**config.mk**
```make
export PLATFORM = sky130hd
export DESIGN_NAME = classic_serial_port_zero
export DESIGN_NICKNAME = d
export VERILOG_FILES = /design/src/design/serial_port_pkg.sv /design/src/design/classic_serial_port_zero.sv /design/src/design/serial_rate_gen.sv
export VERILOG_INCLUDE_DIRS = /design/src /design/src/design
export SDC_FILE = /design/constraint.sdc
export NUM_CORES = 1
export LEC_CHECK = 0
export BUFFER_PORTS_ARGS = -buffer_cell sky130_fd_sc_hd__buf_2
export CORE_MARGIN = 4
export CORE_UTILIZATION = 45
export DETAILED_ROUTE_END_ITERATION = 10
export GPL_TIMING_DRIVEN = 0
export PLACE_DENSITY = 0.66
export SKIP_LAST_GASP = 1
export SYNTH_ARGS = -nofsm -noshare
export SYNTH_HDL_FRONTEND = slang
export SYNTH_HIERARCHICAL = 1
export SYNTH_SLANG_ARGS = --single-unit
export TNS_END_PERCENT = 100
```
**constraint.sdc**
```tcl
create_clock -name clk -period 3.1 [get_ports clk]
set_clock_uncertainty 0.1 [all_clocks]
set_input_delay 0.31 -clock clk [delete_from_list [all_inputs] [get_ports clk]]
set_output_delay 0.31 -clock clk [all_outputs]
set_load 0.05 [all_outputs]
```
**src/design/serial_port_defs.svh**
```systemverilog
`ifndef SERIAL_PORT_DEFS_SVH
`define SERIAL_PORT_DEFS_SVH

// ------------------------------------------------------------
// Register indices (word address on the bus)
// ------------------------------------------------------------
`define ADDR_POWER_CONTROL 8'h87
`define ADDR_SERIAL_CONTROL 8'h98
`define ADDR_SERIAL_BUFFER 8'h99
`define ADDR_IRQ_ENABLE 8'hA8
`define ADDR_IRQ_PRIORITY 8'hB8

// ------------------------------------------------------------
// Field positions
// ------------------------------------------------------------
`define SC_RX_DONE 0
`define SC_TX_DONE 1
`define SC_RX_NINTH 2
`define SC_TX_NINTH 3
`define SC_RX_ENABLE 4
`define SC_MULTIPROC 5
`define SC_MODE_LOW 6
`define SC_MODE_HIGH 7
`define PC_BAUD_DOUBLER 7
`define IE_SERIAL 4
`define IP_SERIAL 4

// ------------------------------------------------------------
// Reset values
// ------------------------------------------------------------
`define RESET_BYTE 8'h00
`define RESET_WORD 32'h0000_0000
`define IDLE_FRAME 11'h7FF

// ------------------------------------------------------------
// Timing counts
// ------------------------------------------------------------
`define OVS_LAST 4'hF
`define OVS_MID 4'h7
`define TX_LAST_8BIT 4'h9
`define TX_LAST_9BIT 4'hA
`define RX_LAST_8BIT 4'h8
`define RX_LAST_9BIT 4'h9
`define RX_NINTH_IDX 4'h8
`define SYNC_LAST_HALF 4'hF
`define SHIFT_HALF_LAST 3'h5
`define FIXED_LIMIT_SLOW 2'h3
`define FIXED_LIMIT_FAST 2'h1

`endif

```
**src/design/serial_port_pkg.sv**
```systemverilog
package serial_port_pkg;

	// Operating modes, from the two mode select bits
	typedef enum logic [1:0]
	{
		MODE_SHIFT = 2'h0,
		MODE_ASYNC8 = 2'h1,
		MODE_FIXED9 = 2'h2,
		MODE_VAR9 = 2'h3
	} mode_t;

	// Transmit engine states
	typedef enum logic [2:0]
	{
		TX_IDLE = 3'h1,
		TX_ASYNC = 3'h2,
		TX_SYNC = 3'h4
	} tx_state_t;

	// Receive engine states
	typedef enum logic [3:0]
	{
		RX_IDLE = 4'h1,
		RX_START = 4'h2,
		RX_DATA = 4'h4,
		RX_SYNC = 4'h8
	} rx_state_t;

endpackage : serial_port_pkg

```
**src/design/classic_serial_port_zero.sv**
```systemverilog
`timescale 1ns/100ps
`include "serial_port_defs.svh"

// Operation
// RULE1 - Transmitter and receiver run concurrently; in mode 0 receive starts only with transmit idle and a buffer write ends it
// RULE2 - Receive holding register separate from shifter
// RULE3 - Control bits 7:6 choose mode
// RULE4 - Mode 0 shifts LSB first, clk/12
// RULE5 - Mode 0 receive needs done clear, enable
// RULE6 - Mode 1 timer rate divided 32/16
// RULE7 - Mode 3 rate same as mode 1
// RULE8 - Receive done set, software clears
// RULE9 - Transmit done set, software clears
// RULE10 - Interrupt when flag and enable set
// RULE11 - Software flag writes act like hardware
// RULE12 - Ninth received bit or stop bit
// RULE13 - Written ninth bit sent in modes 2/3
// RULE14 - Multiprocessor filter drops ninth bit zero
// RULE15 - Master marks addresses with ninth bit
// RULE16 - Buffer write starts transmission
// RULE17 - Buffer read returns receive holding register
// RULE18 - Mode 1 frame start, eight, stop
// RULE19 - Modes 2/3 frame adds ninth bit
// RULE20 - Mode 2 rate clk/64 or clk/32
// RULE21 - Receive only while enable set
// RULE22 - Start edge, midbit check, centre sampling
// RULE23 - Partner matches format, rate, shift clock

module classic_serial_port_zero
(
	// Clock and reset
	input wire logic clk,
	input wire logic nrst,
	// Avalon-MM register slave
	input wire logic [7:0] address,
	input wire logic read,
	input wire logic write,
	input wire logic [3:0] byteenable,
	input wire logic [31:0] writedata,
	output logic [31:0] readdata,
	output logic waitrequest,
	// Timer rate sources
	input wire logic t1_overflow,
	input wire logic t2_overflow,
	input wire logic tx_rate_from_t2,
	input wire logic rx_rate_from_t2,
	// Serial pins
	input wire logic serial_data_pin_in,
	output logic serial_data_pin_out,
	output logic serial_data_pin_oe_n,
	output logic serial_out_pin,
	// Interrupt request
	output logic serial_irq,
	output logic serial_irq_priority
);

	// ------------------------------------------------------------
	// Declarations
	// ------------------------------------------------------------
	logic wait_q; // Bus wait state
	logic [31:0] rdata_q; // Captured read data
	logic [7:0] ctrl_q; // Serial control register
	logic [7:0] power_q; // Power control register
	logic [7:0] ie_q; // Interrupt enable register
	logic [7:0] ip_q; // Interrupt priority register
	logic [7:0] rx_hold_q; // Receive holding register
	logic [7:0] rd_mux; // Selected read byte
	logic wr_fire; // Write takes effect this edge
	logic wr_ctrl; // Control register write
	logic wr_buf; // Buffer register write
	logic [7:0] wbyte; // Low write lane
	serial_port_pkg::mode_t mode; // Current mode
	serial_port_pkg::tx_state_t tx_state_q; // Transmit state
	serial_port_pkg::rx_state_t rx_state_q; // Receive state
	logic [10:0] tx_frame_q; // Transmit shifter, LSB goes out
	logic [3:0] tx_ovs_q; // Transmit oversample count
	logic [3:0] tx_bit_q; // Transmit bit index
	logic [3:0] tx_last; // Last transmit bit index
	logic tx_done; // Transmit complete pulse
	logic [7:0] rx_shift_q; // Receive shifter
	logic rx_ninth_q; // Captured ninth bit
	logic [3:0] rx_ovs_q; // Receive oversample count
	logic [3:0] rx_bit_q; // Receive bit index
	logic [3:0] rx_last; // Last receive bit index
	logic rx_prev_q; // Line value one clock ago
	logic rx_fall; // Start edge seen
	logic rx_sample; // Async bit centre this clock
	logic rx_ninth_val; // Ninth bit presented at load
	logic rx_load; // Receive complete, accepted
	logic rx_load_async; // Async frame complete, last bit sampled
	logic tx_tick; // Transmit sixteen-times tick
	logic rx_tick; // Receive sixteen-times tick
	logic half_tick; // Mode 0 half period tick
	logic sclk_q; // Mode 0 shift clock
	logic [3:0] half_q; // Mode 0 half period index
	logic sync_act; // Mode 0 transfer running
	logic sync_start; // Mode 0 transfer begins
	logic sync_rise; // Shift clock rising
	logic sync_fall; // Shift clock falling
	logic sync_end; // Mode 0 transfer ends
	logic rx_sync_go; // Mode 0 receive begins
	logic out_pin_q; // Transmit pin flop
	logic data_out_q; // Data pin drive value
	logic data_oe_n_q; // Data pin enable, low drives
	logic irq_q; // Interrupt request flop
	logic pri_q; // Interrupt priority flop

	// ------------------------------------------------------------
	// Register bus
	// ------------------------------------------------------------
	assign wbyte = writedata[7:0];
	assign wr_fire = write & ~wait_q & byteenable[0];
	assign wr_ctrl = wr_fire && (address == `ADDR_SERIAL_CONTROL);
	assign wr_buf = wr_fire && (address == `ADDR_SERIAL_BUFFER);

	// One wait cycle per access, raised again after completion
	always_ff @(posedge clk or negedge nrst)
	begin
		if (!nrst)
			wait_q <= 1'b1;
		else if ((read || write) && wait_q)
			wait_q <= 1'b0;
		else
			wait_q <= 1'b1;
	end

	// Read selection; unmapped words read zero
	always_comb
	begin
		case (address)
			`ADDR_SERIAL_CONTROL: rd_mux = ctrl_q;
			// RULE17 - read receive holding
			`ADDR_SERIAL_BUFFER: rd_mux = rx_hold_q;
			`ADDR_POWER_CONTROL: rd_mux = power_q;
			`ADDR_IRQ_ENABLE: rd_mux = ie_q;
			`ADDR_IRQ_PRIORITY: rd_mux = ip_q;
			default: rd_mux = `RESET_BYTE;
		endcase
	end

	// Data captured in the wait cycle, stands at the completing edge
	always_ff @(posedge clk or negedge nrst)
	begin
		if (!nrst)
			rdata_q <= `RESET_WORD;
		else if (read && wait_q)
			rdata_q <= {24'h00_0000, rd_mux};
	end

	// Plain storage registers; only bit 7, 4 and 4 steer this block
	always_ff @(posedge clk or negedge nrst)
	begin
		if (!nrst)
		begin
			power_q <= `RESET_BYTE;
			ie_q <= `RESET_BYTE;
			ip_q <= `RESET_BYTE;
		end
		else if (wr_fire)
		begin
			if (address == `ADDR_POWER_CONTROL)
				power_q <= wbyte;
			if (address == `ADDR_IRQ_ENABLE)
				ie_q <= wbyte;
			if (address == `ADDR_IRQ_PRIORITY)
				ip_q <= wbyte;
		end
	end

	// Control register; hardware sets are written last so they win
	always_ff @(posedge clk or negedge nrst)
	begin
		if (!nrst)
			ctrl_q <= `RESET_BYTE;
		else
		begin
			// RULE11 - software flag writes
			if (wr_ctrl)
				ctrl_q <= wbyte;
			// RULE12 - capture ninth bit
			if (rx_load && rx_load_async)
				ctrl_q[`SC_RX_NINTH] <= rx_ninth_val;
			// RULE8 - set receive done
			if (rx_load)
				ctrl_q[`SC_RX_DONE] <= 1'b1;
			// RULE9 - set transmit done
			if (tx_done)
				ctrl_q[`SC_TX_DONE] <= 1'b1;
		end
	end

	// RULE3 - mode from bits 7:6
	assign mode = serial_port_pkg::mode_t'(ctrl_q[`SC_MODE_HIGH:`SC_MODE_LOW]);

	// ------------------------------------------------------------
	// Rate generation
	// ------------------------------------------------------------
	serial_rate_gen u_rate
	(
		.clk(clk),
		.nrst(nrst),
		.mode(mode),
		.baud_doubler(power_q[`PC_BAUD_DOUBLER]),
		.tx_from_t2(tx_rate_from_t2),
		.rx_from_t2(rx_rate_from_t2),
		.t1_overflow(t1_overflow),
		.t2_overflow(t2_overflow),
		.shift_restart(sync_start),
		.tx_tick(tx_tick),
		.rx_tick(rx_tick),
		.shift_half_tick(half_tick)
	);

	// ------------------------------------------------------------
	// Mode 0 shift clock
	// ------------------------------------------------------------
	assign sync_act = (tx_state_q == serial_port_pkg::TX_SYNC) ||
		(rx_state_q == serial_port_pkg::RX_SYNC);
	assign rx_sync_go = (rx_state_q == serial_port_pkg::RX_IDLE) &&
		(mode == serial_port_pkg::MODE_SHIFT) && ctrl_q[`SC_RX_ENABLE] &&
		!ctrl_q[`SC_RX_DONE] && (tx_state_q == serial_port_pkg::TX_IDLE) && !wr_buf;
	assign sync_start = (wr_buf && (mode == serial_port_pkg::MODE_SHIFT)) || rx_sync_go;
	assign sync_rise = sync_act && half_tick && !sclk_q;
	assign sync_fall = sync_act && half_tick && sclk_q;
	assign sync_end = sync_act && half_tick && (half_q == `SYNC_LAST_HALF);

	// Sixteen half periods make eight clock pulses; idles high
	always_ff @(posedge clk or negedge nrst)
	begin
		if (!nrst)
		begin
			sclk_q <= 1'b1;
			half_q <= 4'h0;
		end
		else if (sync_start)
		begin
			sclk_q <= 1'b0;
			half_q <= 4'h0;
		end
		else if (sync_act && half_tick)
		begin
			sclk_q <= ~sclk_q | sync_end;
			half_q <= half_q + 4'h1;
		end
		else if (!sync_act)
			sclk_q <= 1'b1;
	end

	// ------------------------------------------------------------
	// Transmitter
	// ------------------------------------------------------------
	// RULE19 - nine-bit frames longer
	assign tx_last = (mode == serial_port_pkg::MODE_ASYNC8) ? `TX_LAST_8BIT : `TX_LAST_9BIT;
	assign tx_done = !wr_buf && (
		((tx_state_q == serial_port_pkg::TX_ASYNC) && tx_tick &&
		(tx_ovs_q == `OVS_LAST) && (tx_bit_q == tx_last)) ||
		((tx_state_q == serial_port_pkg::TX_SYNC) && sync_end));

	// A buffer write always restarts, even over a running frame
	always_ff @(posedge clk or negedge nrst)
	begin
		if (!nrst)
		begin
			tx_state_q <= serial_port_pkg::TX_IDLE;
			tx_frame_q <= `IDLE_FRAME;
			tx_ovs_q <= 4'h0;
			tx_bit_q <= 4'h0;
		end
		else if (wr_buf)
		begin
			tx_ovs_q <= 4'h0;
			tx_bit_q <= 4'h0;
			// RULE16 - write starts transmit
			if (mode == serial_port_pkg::MODE_SHIFT)
			begin
				tx_state_q <= serial_port_pkg::TX_SYNC;
				tx_frame_q <= {3'h7, wbyte};
			end
			else
			begin
				tx_state_q <= serial_port_pkg::TX_ASYNC;
				// RULE13 - send written ninth
				// RULE18 - start, data, stop
				tx_frame_q <= {1'b1,
					(mode == serial_port_pkg::MODE_ASYNC8) | ctrl_q[`SC_TX_NINTH],
					wbyte, 1'b0};
			end
		end
		else
		begin
			case (tx_state_q)
				serial_port_pkg::TX_IDLE:
					tx_frame_q <= `IDLE_FRAME;
				// One bit every sixteen ticks
				serial_port_pkg::TX_ASYNC:
					if (tx_tick)
					begin
						if (tx_ovs_q == `OVS_LAST)
						begin
							tx_ovs_q <= 4'h0;
							tx_frame_q <= {1'b1, tx_frame_q[10:1]};
							if (tx_bit_q == tx_last)
								tx_state_q <= serial_port_pkg::TX_IDLE;
							else
								tx_bit_q <= tx_bit_q + 4'h1;
						end
						else
							tx_ovs_q <= tx_ovs_q + 4'h1;
					end
				// RULE4 - shift on falling clock
				serial_port_pkg::TX_SYNC:
					if (sync_end)
						tx_state_q <= serial_port_pkg::TX_IDLE;
					else if (sync_fall)
						tx_frame_q <= {1'b1, tx_frame_q[10:1]};
				default:
					tx_state_q <= serial_port_pkg::TX_IDLE;
			endcase
		end
	end

	// ------------------------------------------------------------
	// Receiver
	// ------------------------------------------------------------
	// Inputs arrive synchronous, so one flop suffices for the edge
	always_ff @(posedge clk or negedge nrst)
	begin
		if (!nrst)
			rx_prev_q <= 1'b1;
		else
			rx_prev_q <= serial_data_pin_in;
	end

	// RULE22 - start edge detect
	assign rx_fall = rx_prev_q & ~serial_data_pin_in;
	assign rx_last = (mode == serial_port_pkg::MODE_ASYNC8) ? `RX_LAST_8BIT : `RX_LAST_9BIT;
	assign rx_sample = (rx_state_q == serial_port_pkg::RX_DATA) && rx_tick &&
		(rx_ovs_q == `OVS_LAST);
	// In mode 1 the stop bit sits at the ninth position
	assign rx_ninth_val = (rx_bit_q == `RX_NINTH_IDX) ? serial_data_pin_in : rx_ninth_q;
	assign rx_load_async = rx_sample && (rx_bit_q == rx_last);
	// RULE14 - multiprocessor filter
	// RULE2 - unread character kept
	assign rx_load = ctrl_q[`SC_RX_ENABLE] && !ctrl_q[`SC_RX_DONE] && ((rx_load_async &&
		(!ctrl_q[`SC_MULTIPROC] || rx_ninth_val)) ||
		((rx_state_q == serial_port_pkg::RX_SYNC) && sync_end && !wr_buf));

	// RULE1 - independent receive engine
	always_ff @(posedge clk or negedge nrst)
	begin
		if (!nrst)
		begin
			rx_state_q <= serial_port_pkg::RX_IDLE;
			rx_shift_q <= `RESET_BYTE;
			rx_ninth_q <= 1'b0;
			rx_ovs_q <= 4'h0;
			rx_bit_q <= 4'h0;
		end
		// RULE21 - enable gates reception
		else if (!ctrl_q[`SC_RX_ENABLE])
			rx_state_q <= serial_port_pkg::RX_IDLE;
		else
		begin
			case (rx_state_q)
				serial_port_pkg::RX_IDLE:
					// RULE5 - mode 0 receive start
					if (rx_sync_go)
						rx_state_q <= serial_port_pkg::RX_SYNC;
					else if ((mode != serial_port_pkg::MODE_SHIFT) && rx_fall)
					begin
						rx_state_q <= serial_port_pkg::RX_START;
						rx_ovs_q <= 4'h0;
					end
				// RULE22 - confirm at midbit
				serial_port_pkg::RX_START:
					if (rx_tick)
					begin
						if (rx_ovs_q != `OVS_MID)
							rx_ovs_q <= rx_ovs_q + 4'h1;
						else if (serial_data_pin_in)
							rx_state_q <= serial_port_pkg::RX_IDLE;
						else
						begin
							rx_state_q <= serial_port_pkg::RX_DATA;
							rx_ovs_q <= 4'h0;
							rx_bit_q <= 4'h0;
						end
					end
				// RULE22 - sample bit centres
				serial_port_pkg::RX_DATA:
					if (rx_tick)
					begin
						rx_ovs_q <= rx_ovs_q + 4'h1;
						if (rx_sample)
						begin
							if (rx_bit_q < `RX_NINTH_IDX)
								rx_shift_q <= {serial_data_pin_in, rx_shift_q[7:1]};
							else if (rx_bit_q == `RX_NINTH_IDX)
								rx_ninth_q <= serial_data_pin_in;
							if (rx_bit_q == rx_last)
								rx_state_q <= serial_port_pkg::RX_IDLE;
							else
								rx_bit_q <= rx_bit_q + 4'h1;
						end
					end
				// RULE4 - sample on rising clock
				serial_port_pkg::RX_SYNC:
					if (wr_buf || sync_end)
						rx_state_q <= serial_port_pkg::RX_IDLE;
					else if (sync_rise)
						rx_shift_q <= {serial_data_pin_in, rx_shift_q[7:1]};
				default:
					rx_state_q <= serial_port_pkg::RX_IDLE;
			endcase
		end
	end

	// Holding register loads only on an accepted character
	always_ff @(posedge clk or negedge nrst)
	begin
		if (!nrst)
			rx_hold_q <= `RESET_BYTE;
		else if (rx_load)
			rx_hold_q <= rx_shift_q;
	end

	// ------------------------------------------------------------
	// Pins and interrupt
	// ------------------------------------------------------------
	// Pins lag the engines by one clock, far inside a bit time
	always_ff @(posedge clk or negedge nrst)
	begin
		if (!nrst)
		begin
			out_pin_q <= 1'b1;
			data_out_q <= 1'b1;
			data_oe_n_q <= 1'b1;
		end
		else
		begin
			// RULE4 - shift clock on out pin
			out_pin_q <= (mode == serial_port_pkg::MODE_SHIFT) ? sclk_q : tx_frame_q[0];
			data_out_q <= tx_frame_q[0];
			data_oe_n_q <= (tx_state_q != serial_port_pkg::TX_SYNC);
		end
	end

	// RULE10 - flags gated by enable
	always_ff @(posedge clk or negedge nrst)
	begin
		if (!nrst)
		begin
			irq_q <= 1'b0;
			pri_q <= 1'b0;
		end
		else
		begin
			irq_q <= (ctrl_q[`SC_RX_DONE] | ctrl_q[`SC_TX_DONE]) & ie_q[`IE_SERIAL];
			pri_q <= ip_q[`IP_SERIAL];
		end
	end

	assign readdata = rdata_q;
	assign waitrequest = wait_q;
	assign serial_data_pin_out = data_out_q;
	assign serial_data_pin_oe_n = data_oe_n_q;
	assign serial_out_pin = out_pin_q;
	assign serial_irq = irq_q;
	assign serial_irq_priority = pri_q;

endmodule : classic_serial_port_zero

```
**src/design/serial_rate_gen.sv**
```systemverilog
`timescale 1ns/100ps
`include "serial_port_defs.svh"

module serial_rate_gen
(
	// Clock and reset
	input wire logic clk,
	input wire logic nrst,
	// Configuration
	input wire serial_port_pkg::mode_t mode,
	input wire logic baud_doubler,
	input wire logic tx_from_t2,
	input wire logic rx_from_t2,
	// Timer overflow pulses
	input wire logic t1_overflow,
	input wire logic t2_overflow,
	// Shift clock restart
	input wire logic shift_restart,
	// Ticks
	output logic tx_tick,
	output logic rx_tick,
	output logic shift_half_tick
);

	// ------------------------------------------------------------
	// Timer 1 halving
	// ------------------------------------------------------------
	logic t1_half_q; // Alternates on each timer 1 overflow
	logic t1_tick; // Sixteen-times tick from timer 1
	logic [1:0] fixed_cnt_q; // Prescaler for the fixed rate mode
	logic [1:0] fixed_limit; // Prescaler end value
	logic fixed_tick; // Sixteen-times tick at fixed rate
	logic [2:0] shift_cnt_q; // Half period counter for mode 0

	// Halving gives the /32 rate without doubling
	always_ff @(posedge clk or negedge nrst)
	begin
		if (!nrst)
			t1_half_q <= 1'b0;
		else if (t1_overflow)
			t1_half_q <= ~t1_half_q;
	end

	// RULE6 - timer 1 halved
	assign t1_tick = t1_overflow & (baud_doubler | t1_half_q);

	// ------------------------------------------------------------
	// Fixed rate prescaler
	// ------------------------------------------------------------
	// RULE20 - fixed rate divide
	assign fixed_limit = baud_doubler ? `FIXED_LIMIT_FAST : `FIXED_LIMIT_SLOW;
	assign fixed_tick = (fixed_cnt_q == fixed_limit);

	// Free running, so a tick lands every 2 or 4 clocks
	always_ff @(posedge clk or negedge nrst)
	begin
		if (!nrst)
			fixed_cnt_q <= 2'h0;
		else if (fixed_tick)
			fixed_cnt_q <= 2'h0;
		else
			fixed_cnt_q <= fixed_cnt_q + 2'h1;
	end

	// RULE7 - variable rate source
	assign tx_tick = (mode == serial_port_pkg::MODE_FIXED9) ? fixed_tick :
		(tx_from_t2 ? t2_overflow : t1_tick);
	assign rx_tick = (mode == serial_port_pkg::MODE_FIXED9) ? fixed_tick :
		(rx_from_t2 ? t2_overflow : t1_tick);

	// ------------------------------------------------------------
	// Mode 0 half period
	// ------------------------------------------------------------
	// Restart aligns the first half period with the transfer start
	always_ff @(posedge clk or negedge nrst)
	begin
		if (!nrst)
			shift_cnt_q <= 3'h0;
		else if (shift_restart || shift_half_tick)
			shift_cnt_q <= 3'h0;
		else
			shift_cnt_q <= shift_cnt_q + 3'h1;
	end

	// RULE4 - twelve clocks per bit
	assign shift_half_tick = (shift_cnt_q == `SHIFT_HALF_LAST);

endmodule : serial_rate_gen

```
==> flow_metrics.py, run 1 <==
metrics = {
    "sta": {
        "setup_viol": 0,
        "period_share_pct": 90.69,
        "max_freq_mhz": 355.7,
        "hold_violations": 0,
        "finalMaxSlewViolations": 0,
        "period_needed_ns": 2.811,
        "setup_slack_ns": 0.2887,
        "rsz0062_at_grt": "no",
        "worst_pin_slew_ns": 0.8513,
        "fin_setup_tns_ns": 0,
        "slew_headroom_pct": 42.81,
        "fin_hold_ws_ns": 0.04642,
    },
    "clocking": {
        "cts_tree": "built",
        "clock_sinks": 108,
        "postCtsSetupBuffers": 0,
        "cts.hold.buffers_added": 3,
        "numCtsBuffers": 9,
        "htree_levels": 3,
        "cts_root_buf": "clkbuf_16",
        "clk_pin_slew_ns": 0.08,
        "cts_buffer_depth": 2,
        "ctsResizeCount": 0,
        "clk_latency_ns": 0.36,
    },
    "synthesis": {
        "synth.area.top_cells": "dfrtp_1 39%, mux2_2 9.7%, dfstp_2 8.3%",
        "synth_cell_types": 72,
        "syn-cell-area_mm2": 0.005708,
        "yosysTopAreaCell": "dfrtp_1",
        "synth_seq_cells": 108,
        "synth_compound_area_share_pct": 12.08,
        "syn_area_per_cell_um2": 11.06,
        "yosys_warnings": 6,
        "ys_seq_area_share_pct": 47.74,
        "muxShareOfSynthArea_pct": 13.92,
        "synth_top_cell_area_share_pct": 39.46,
        "async_reset_ff_share_pct": 100.0,
        "synth-edff-count": 0,
        "synthAdderAreaFrac_pct": 1.754,
        "synth_top_family_by_area": "simple AND/OR/NAND/NOR gates",
        "synthFlopType": "dfrtp_1",
        "synthSimpleGateAreaFrac_pct": 17.67,
        "synthCells": 516,
        "synthXorXnorAreaFrac_pct": 1.381,
    },
    "cells_and_area": {
        "final_common_cell": "dfrtp_1",
        "drive_gt1_share_pct": 30.32,
        "syn_to_final_growth_pct": 15.19,
        "final_nets": 653,
        "num_antenna_cells": 0,
        "final_cell_mix": "90 x dfrtp_1, 50 x nand2_1, 49 x mux2_2",
        "stdcell_count": 765,
    },
    "routing": {
        "route.antenna.remaining_nets": 0,
        "wl_um": 12630,
        "drc": 0,
        "first_iter_violations": 268,
        "routedWlPerCell_um": 16.51,
        "dr.pass1.iters": 4,
        "via_count": 4086,
        "routed_via_density": 5.341,
    },
    "worst_setup_path": {
        "end_kind": "flip-flop",
        "critical_path.startpoint_type": "flip-flop",
        "arrival_ns": 2.96,
        "slowest_stage": "dfrtp_1",
        "critPathRequiredTime_ns": 3.25,
        "crit_chain": "o21a_1 > mux2i_1 > o21ai_0 > and4_1 > clkbuf_1 > nand2_1 > nor4_4 > a21oi_4 > mux2_1",
        "rr_startpoint": "power_q[7]",
        "critical_path_class": "flip-flop to flip-flop",
        "cpPeakStageDelay_ns": 0.48,
        "crit_fanout": 9,
        "crit_start": "power_q[7]",
    },
    "floorplan": {
        "rows": 40,
        "die_area_mm2": 0.01455,
        "ios": 91,
        "die_x_um": 120.6,
        "die_h_um": 120.6,
        "core_mm2": 0.01221,
        "initial_core_util_pct": 46.74,
    },
    "global_routing": {
        "grt_pass1_wl_um": 20840,
        "overflow": 0,
        "grt_pass1_vias": 4133,
        "grt.total_usage_pct": 18.03,
        "grt_max_degree": 71,
        "grt_antenna_before_repair": 0,
    },
    "status": {
        "status": "completed",
    },
    "power": {
        "p_total_uw": 2996,
        "vdd.ir_drop.worst_mv": 0.3212,
        "power_frac_seq_pct": 48.8,
        "internal_power_uw": 2211,
        "switching_share_pct": 26.21,
        "power.density_mw_per_mm2": 455.7,
        "comb_power_share_pct": 10.2,
        "p_switching_uw": 785.3,
        "p_leak_uw": 0.003053,
        "clkPwrFrac_pct": 41.0,
    },
    "worst_hold_path": {
        "hp-start": "write",
        "hp-class": "input port to flip-flop",
    },
    "placement": {
        "place_congestion": 0.7853,
        "io_buffers": 38,
        "dpl_worst_slack_ns": 0.2959,
        "hpwl_um": 9196,
        "place_inst": 746,
    },
    "run": {
        "cap_violations": 0,
    },
}
path summary, 6_finish.rpt:
kind / end / slack, ns / depth (start not counted)
worst min register to register: serial_data_pin_out / 0.28 / 0
max in group asynchronous: tx_frame_q[8] / 1.78 / 3
worst max register to register: rx_hold_q[0] / 0.29 / 9
worst min-delay path: waitrequest / 0.05 / 2
min in group asynchronous: rx_ovs_q[3] / 0.37 / 2
worst max-delay path: rx_hold_q[0] / 0.29 / 9
per-stage QoR:
step / cell area, µm² / utilization [%]
finish: 6575 / 53.84
global route: 6575 / 53.84
CTS: 6575 / 53.84
detailed placement: 6225 / 50.97
global placement: 6195 / 50.73
floorplan: 5794 / -
Yosys cell counts, types with 10 or more instances:
cell / instances
nor3_1: 10
o21ai_0: 32
dfrtp_1: 90
inv_1: 12
mux2_2: 49
dfstp_2: 18
a21oi_1: 14
mux2i_1: 22
nor2_1: 25
nand3_1: 19
buf_4: 25
nand2_1: 50
cell type report:
type                            count  area [µm²]
Sequential cell                   108        2725
Inverter                           12       45.04
Fill cell                        1106        5637
Tap cell                          168       210.2
Multi-Input combinational cell    379        2761
Buffer                             40       262.8
Clock inverter                      6       81.33
Timing Repair Buffer               42       250.2
Clock buffer                       10       239.0
power groups by stage:
stage / logic, µW / clock network [µW] / registers [µW]
after global routing: 339 / 1320 / 1470
final: 306 / 1230 / 1460
after floorplan: 203 / 0 / 1490
after detailed placement: 306 / 0 / 1490
after global placement: 294 / 0 / 1490
after CTS: 309 / 1260 / 1460
registers in the layout (all words and copies together) (netlist names), 2 cells and up:
register and cells:
tx_frame_q 10, ctrl_q 8, ie_q 8, ip_q 8, power_q 8, readdata 8, rx_hold_q 8, rx_shift_q 8
half_q 4, rx_bit_q 4, rx_ovs_q 4, rx_state_q 4, tx_bit_q 4, tx_ovs_q 4, tx_state_q 3, u_rate/shift_cnt_q 3
u_rate/fixed_cnt_q 2
critical path: cells and delay by family (launching register included):
family	cells	cell delay, ns
buffers and inverters	1	0.26
AO/OA/AOI/OAI	3	0.74
multiplexers	2	0.40
flip-flops	1	0.48
AND/OR/NAND/NOR	3	0.72
routing by layer:
| layer | part of all wire, % | track usage, % |
|---|---|---|
| met5 | 0 | 0 |
| met4 | 1.5 | 6.161 |
| met3 | 4.2 | 4.397 |
| met2 | 48 | 29.03 |
| met1 | 47 | 23.87 |
cell families after synthesis:
logic type	Yosys count
adders and majority gates	8
DFF	108
AOI/OAI and AO/OA	95
muxes	73
buffers and inverters	52
and+or+nand+nor	170
other	1
xor gates and xnor gates	9
Power figures use the tool's default switching activity.
==> run 2: changes to the inputs <==
PLACE_DENSITY = unset   (was 0.66)
PLACE_DENSITY_LB_ADDON = 0.3   (was unset)
SETUP_SLACK_MARGIN = 0.5   (was unset)
==> run 2 against run 1 <==
Compared with the run above:
- the run now ends with negative hold slack left
- critical path type unchanged
- final area fell by 0.21%
- core utilization shrank 0.11 points
- critical path depth did not move
- first-iteration DRC count shrank 18%
- hold slack lost 0.061 ns
- worst setup slack gained 0.37 ns
- critical endpoint is now rx_hold_q[1]
==> flow_metrics.py, run 2 (synthesized netlist as in run 1, its figures left out) <==
metrics = {
    "status": {
        "status": "complete, but fails checks",
        "violations": "negative hold slack",
    },
    "worst_setup_path": {
        "critical_path.startpoint_type": "flip-flop",
        "crit_start": "power_q[7]",
        "crit_fanout": 9,
        "rr_startpoint": "power_q[7]",
        "r2r_cells": 9,
        "critPathRequiredTime_ns": 3.24,
        "end_kind": "flip-flop",
        "rrSetupSlack_ns": 0.66,
        "arrival_ns": 2.58,
        "critical_path_class": "flip-flop to flip-flop",
        "r2r-end": "rx_hold_q[1]",
    },
    "global_routing": {
        "grt_antenna_before_repair": 2,
        "grt_max_degree": 69,
        "grt_pass1_wl_um": 20960,
        "grt_pass1_vias": 4221,
        "grt.total_usage_pct": 18.00,
        "overflow": 0,
    },
    "clocking": {
        "htree_levels": 3,
        "clk_latency_ns": 0.35,
        "clk_pin_slew_ns": 0.07,
        "cts_buffer_depth": 2,
        "cts_root_buf": "clkbuf_16",
        "cts_tree": "built",
        "numCtsBuffers": 9,
        "clock_sinks": 108,
    },
    "placement": {
        "placed_cell_area_mm2": 0.006217,
        "io_buffers": 38,
        "hpwl_um": 9392,
        "place_congestion": 0.8208,
    },
    "cells_and_area": {
        "utilization_pct": 53.73,
        "final_cell_mix": "88 x dfrtp_1, 50 x nand2_1, 49 x mux2_2",
        "fillers": 1111,
        "largest_reg_flops": 10,
        "multi_input_comb_area_mm2": 0.002788,
        "num_antenna_cells": 0,
        "regArea_mm2": 0.002728,
        "final_common_cell": "dfrtp_1",
        "syn_to_final_growth_pct": 14.95,
        "finalInstanceArea_mm2": 0.006561,
        "drive_gt1_share_pct": 31.83,
        "regMostFlops": "tx_frame_q",
        "final_nets": 653,
    },
    "sta": {
        "hold_violations": 57,
        "period_needed_ns": 2.440,
        "period_share_pct": 78.72,
        "rsz0062_at_grt": "yes",
        "fin_setup_tns_ns": 0,
        "finalMaxSlewViolations": 0,
        "fin_hold_ws_ns": -0.01435,
        "worst_pin_slew_ns": 0.8598,
        "max_freq_mhz": 409.8,
        "setup_viol": 0,
        "slew_headroom_pct": 42.68,
    },
    "routing": {
        "route.antenna.remaining_nets": 0,
        "drc": 0,
        "wl_um": 12650,
        "dr.pass1.iters": 4,
        "routedWlPerCell_um": 16.54,
        "routed_via_density": 5.412,
        "first_iter_violations": 221,
        "via_count": 4140,
    },
    "floorplan": {
        "rows": 40,
        "core_mm2": 0.01221,
        "die_h_um": 120.6,
        "die_area_mm2": 0.01455,
        "ios": 91,
        "initial_core_util_pct": 46.74,
        "die_x_um": 120.6,
    },
    "worst_hold_path": {
        "hp-class": "input port to asynchronous set/reset pin",
    },
    "power": {
        "p_leak_uw": 0.003032,
        "power.density_mw_per_mm2": 438.0,
        "p_total_uw": 2874,
        "vdd.ir_drop.worst_mv": 0.3095,
    },
    "run": {
        "cap_violations": 0,
    },
}
[run 2: changes by cell type in the layout (fill, tap and decap cells not counted), sizes merged]
cell	delta
clkinvlp	+2
dlygate4sd3	-2
buf	+2
inv	-1
bufinv	-1
clkbuf	+2
clkinv	-2
[run 2: layout make-up]
type,count,share of cell area (%)
Clock buffer,12,3.909
Sequential cell,108,41.57
Tap cell,168,3.204
Clock inverter,4,0.4958
Timing Repair Buffer,42,3.623
Inverter,12,0.6865
Buffer,40,4.024
Multi-Input combinational cell,379,42.49
[run 2: power breakdown]
group | total, µW | switching (µW) | internal, µW
clock | 1100 | 511 | 594
sequential | 1460 | 20.4 | 1440
combinational | 306 | 203 | 103
[run 2: how the worst max path moves through the flow]
stage,end,slack [ns],depth (start not counted)
6_report,rx_hold_q[1],0.66,9
5_1_grt,tx_frame_q[7],0.49,9
4_1_cts,rx_hold_q[6],0.54,9
3_5_place_dp,rx_hold_q[0],0.34,9
3_3_place_gp,rx_hold_q[0],0.34,9
2_1_floorplan,rx_hold_q[0],0.78,9
[run 2: routing by layer]
layer	routed length, µm	vias to the layer above	GRT usage, %
met5	20	-	0
met2	6229	89	30.14
met3	519	22	4.397
met1	5641	2029	23.42
li1	-	1996	-
met4	242	4	4.674
[run 2: critical path: stages, from the launching register on]
cell and delay (ns):
dfrtp_2 0.46, o21a_1 0.22, mux2i_1 0.16, o21ai_2 0.10
and4_1 0.21, clkbuf_2 0.16, nand2_1 0.18, nor4_4 0.07
a21oi_4 0.31, mux2_2 0.37
[run 2: metrics by stage]
stage               hold WS (ns)  setup WS (ns)  instances
finish                  -0.01435         0.6598        765
global route             0.01506         0.4942        765
CTS                      0.01087         0.5404        764
detailed placement        0.2783         0.3372        746
global placement          0.2772         0.3435        745
floorplan               -0.08559         0.7821        539
[run 2: what timing repair did]
item	4_1_cts	5_1_grt
gates cloned	0	0
pin swaps	1	1
hold buffers	1	0
gates resized for setup	7	4
endpoints found under the setup margin	15	14
setup buffers	1	1
endpoints found under the hold margin	1	0
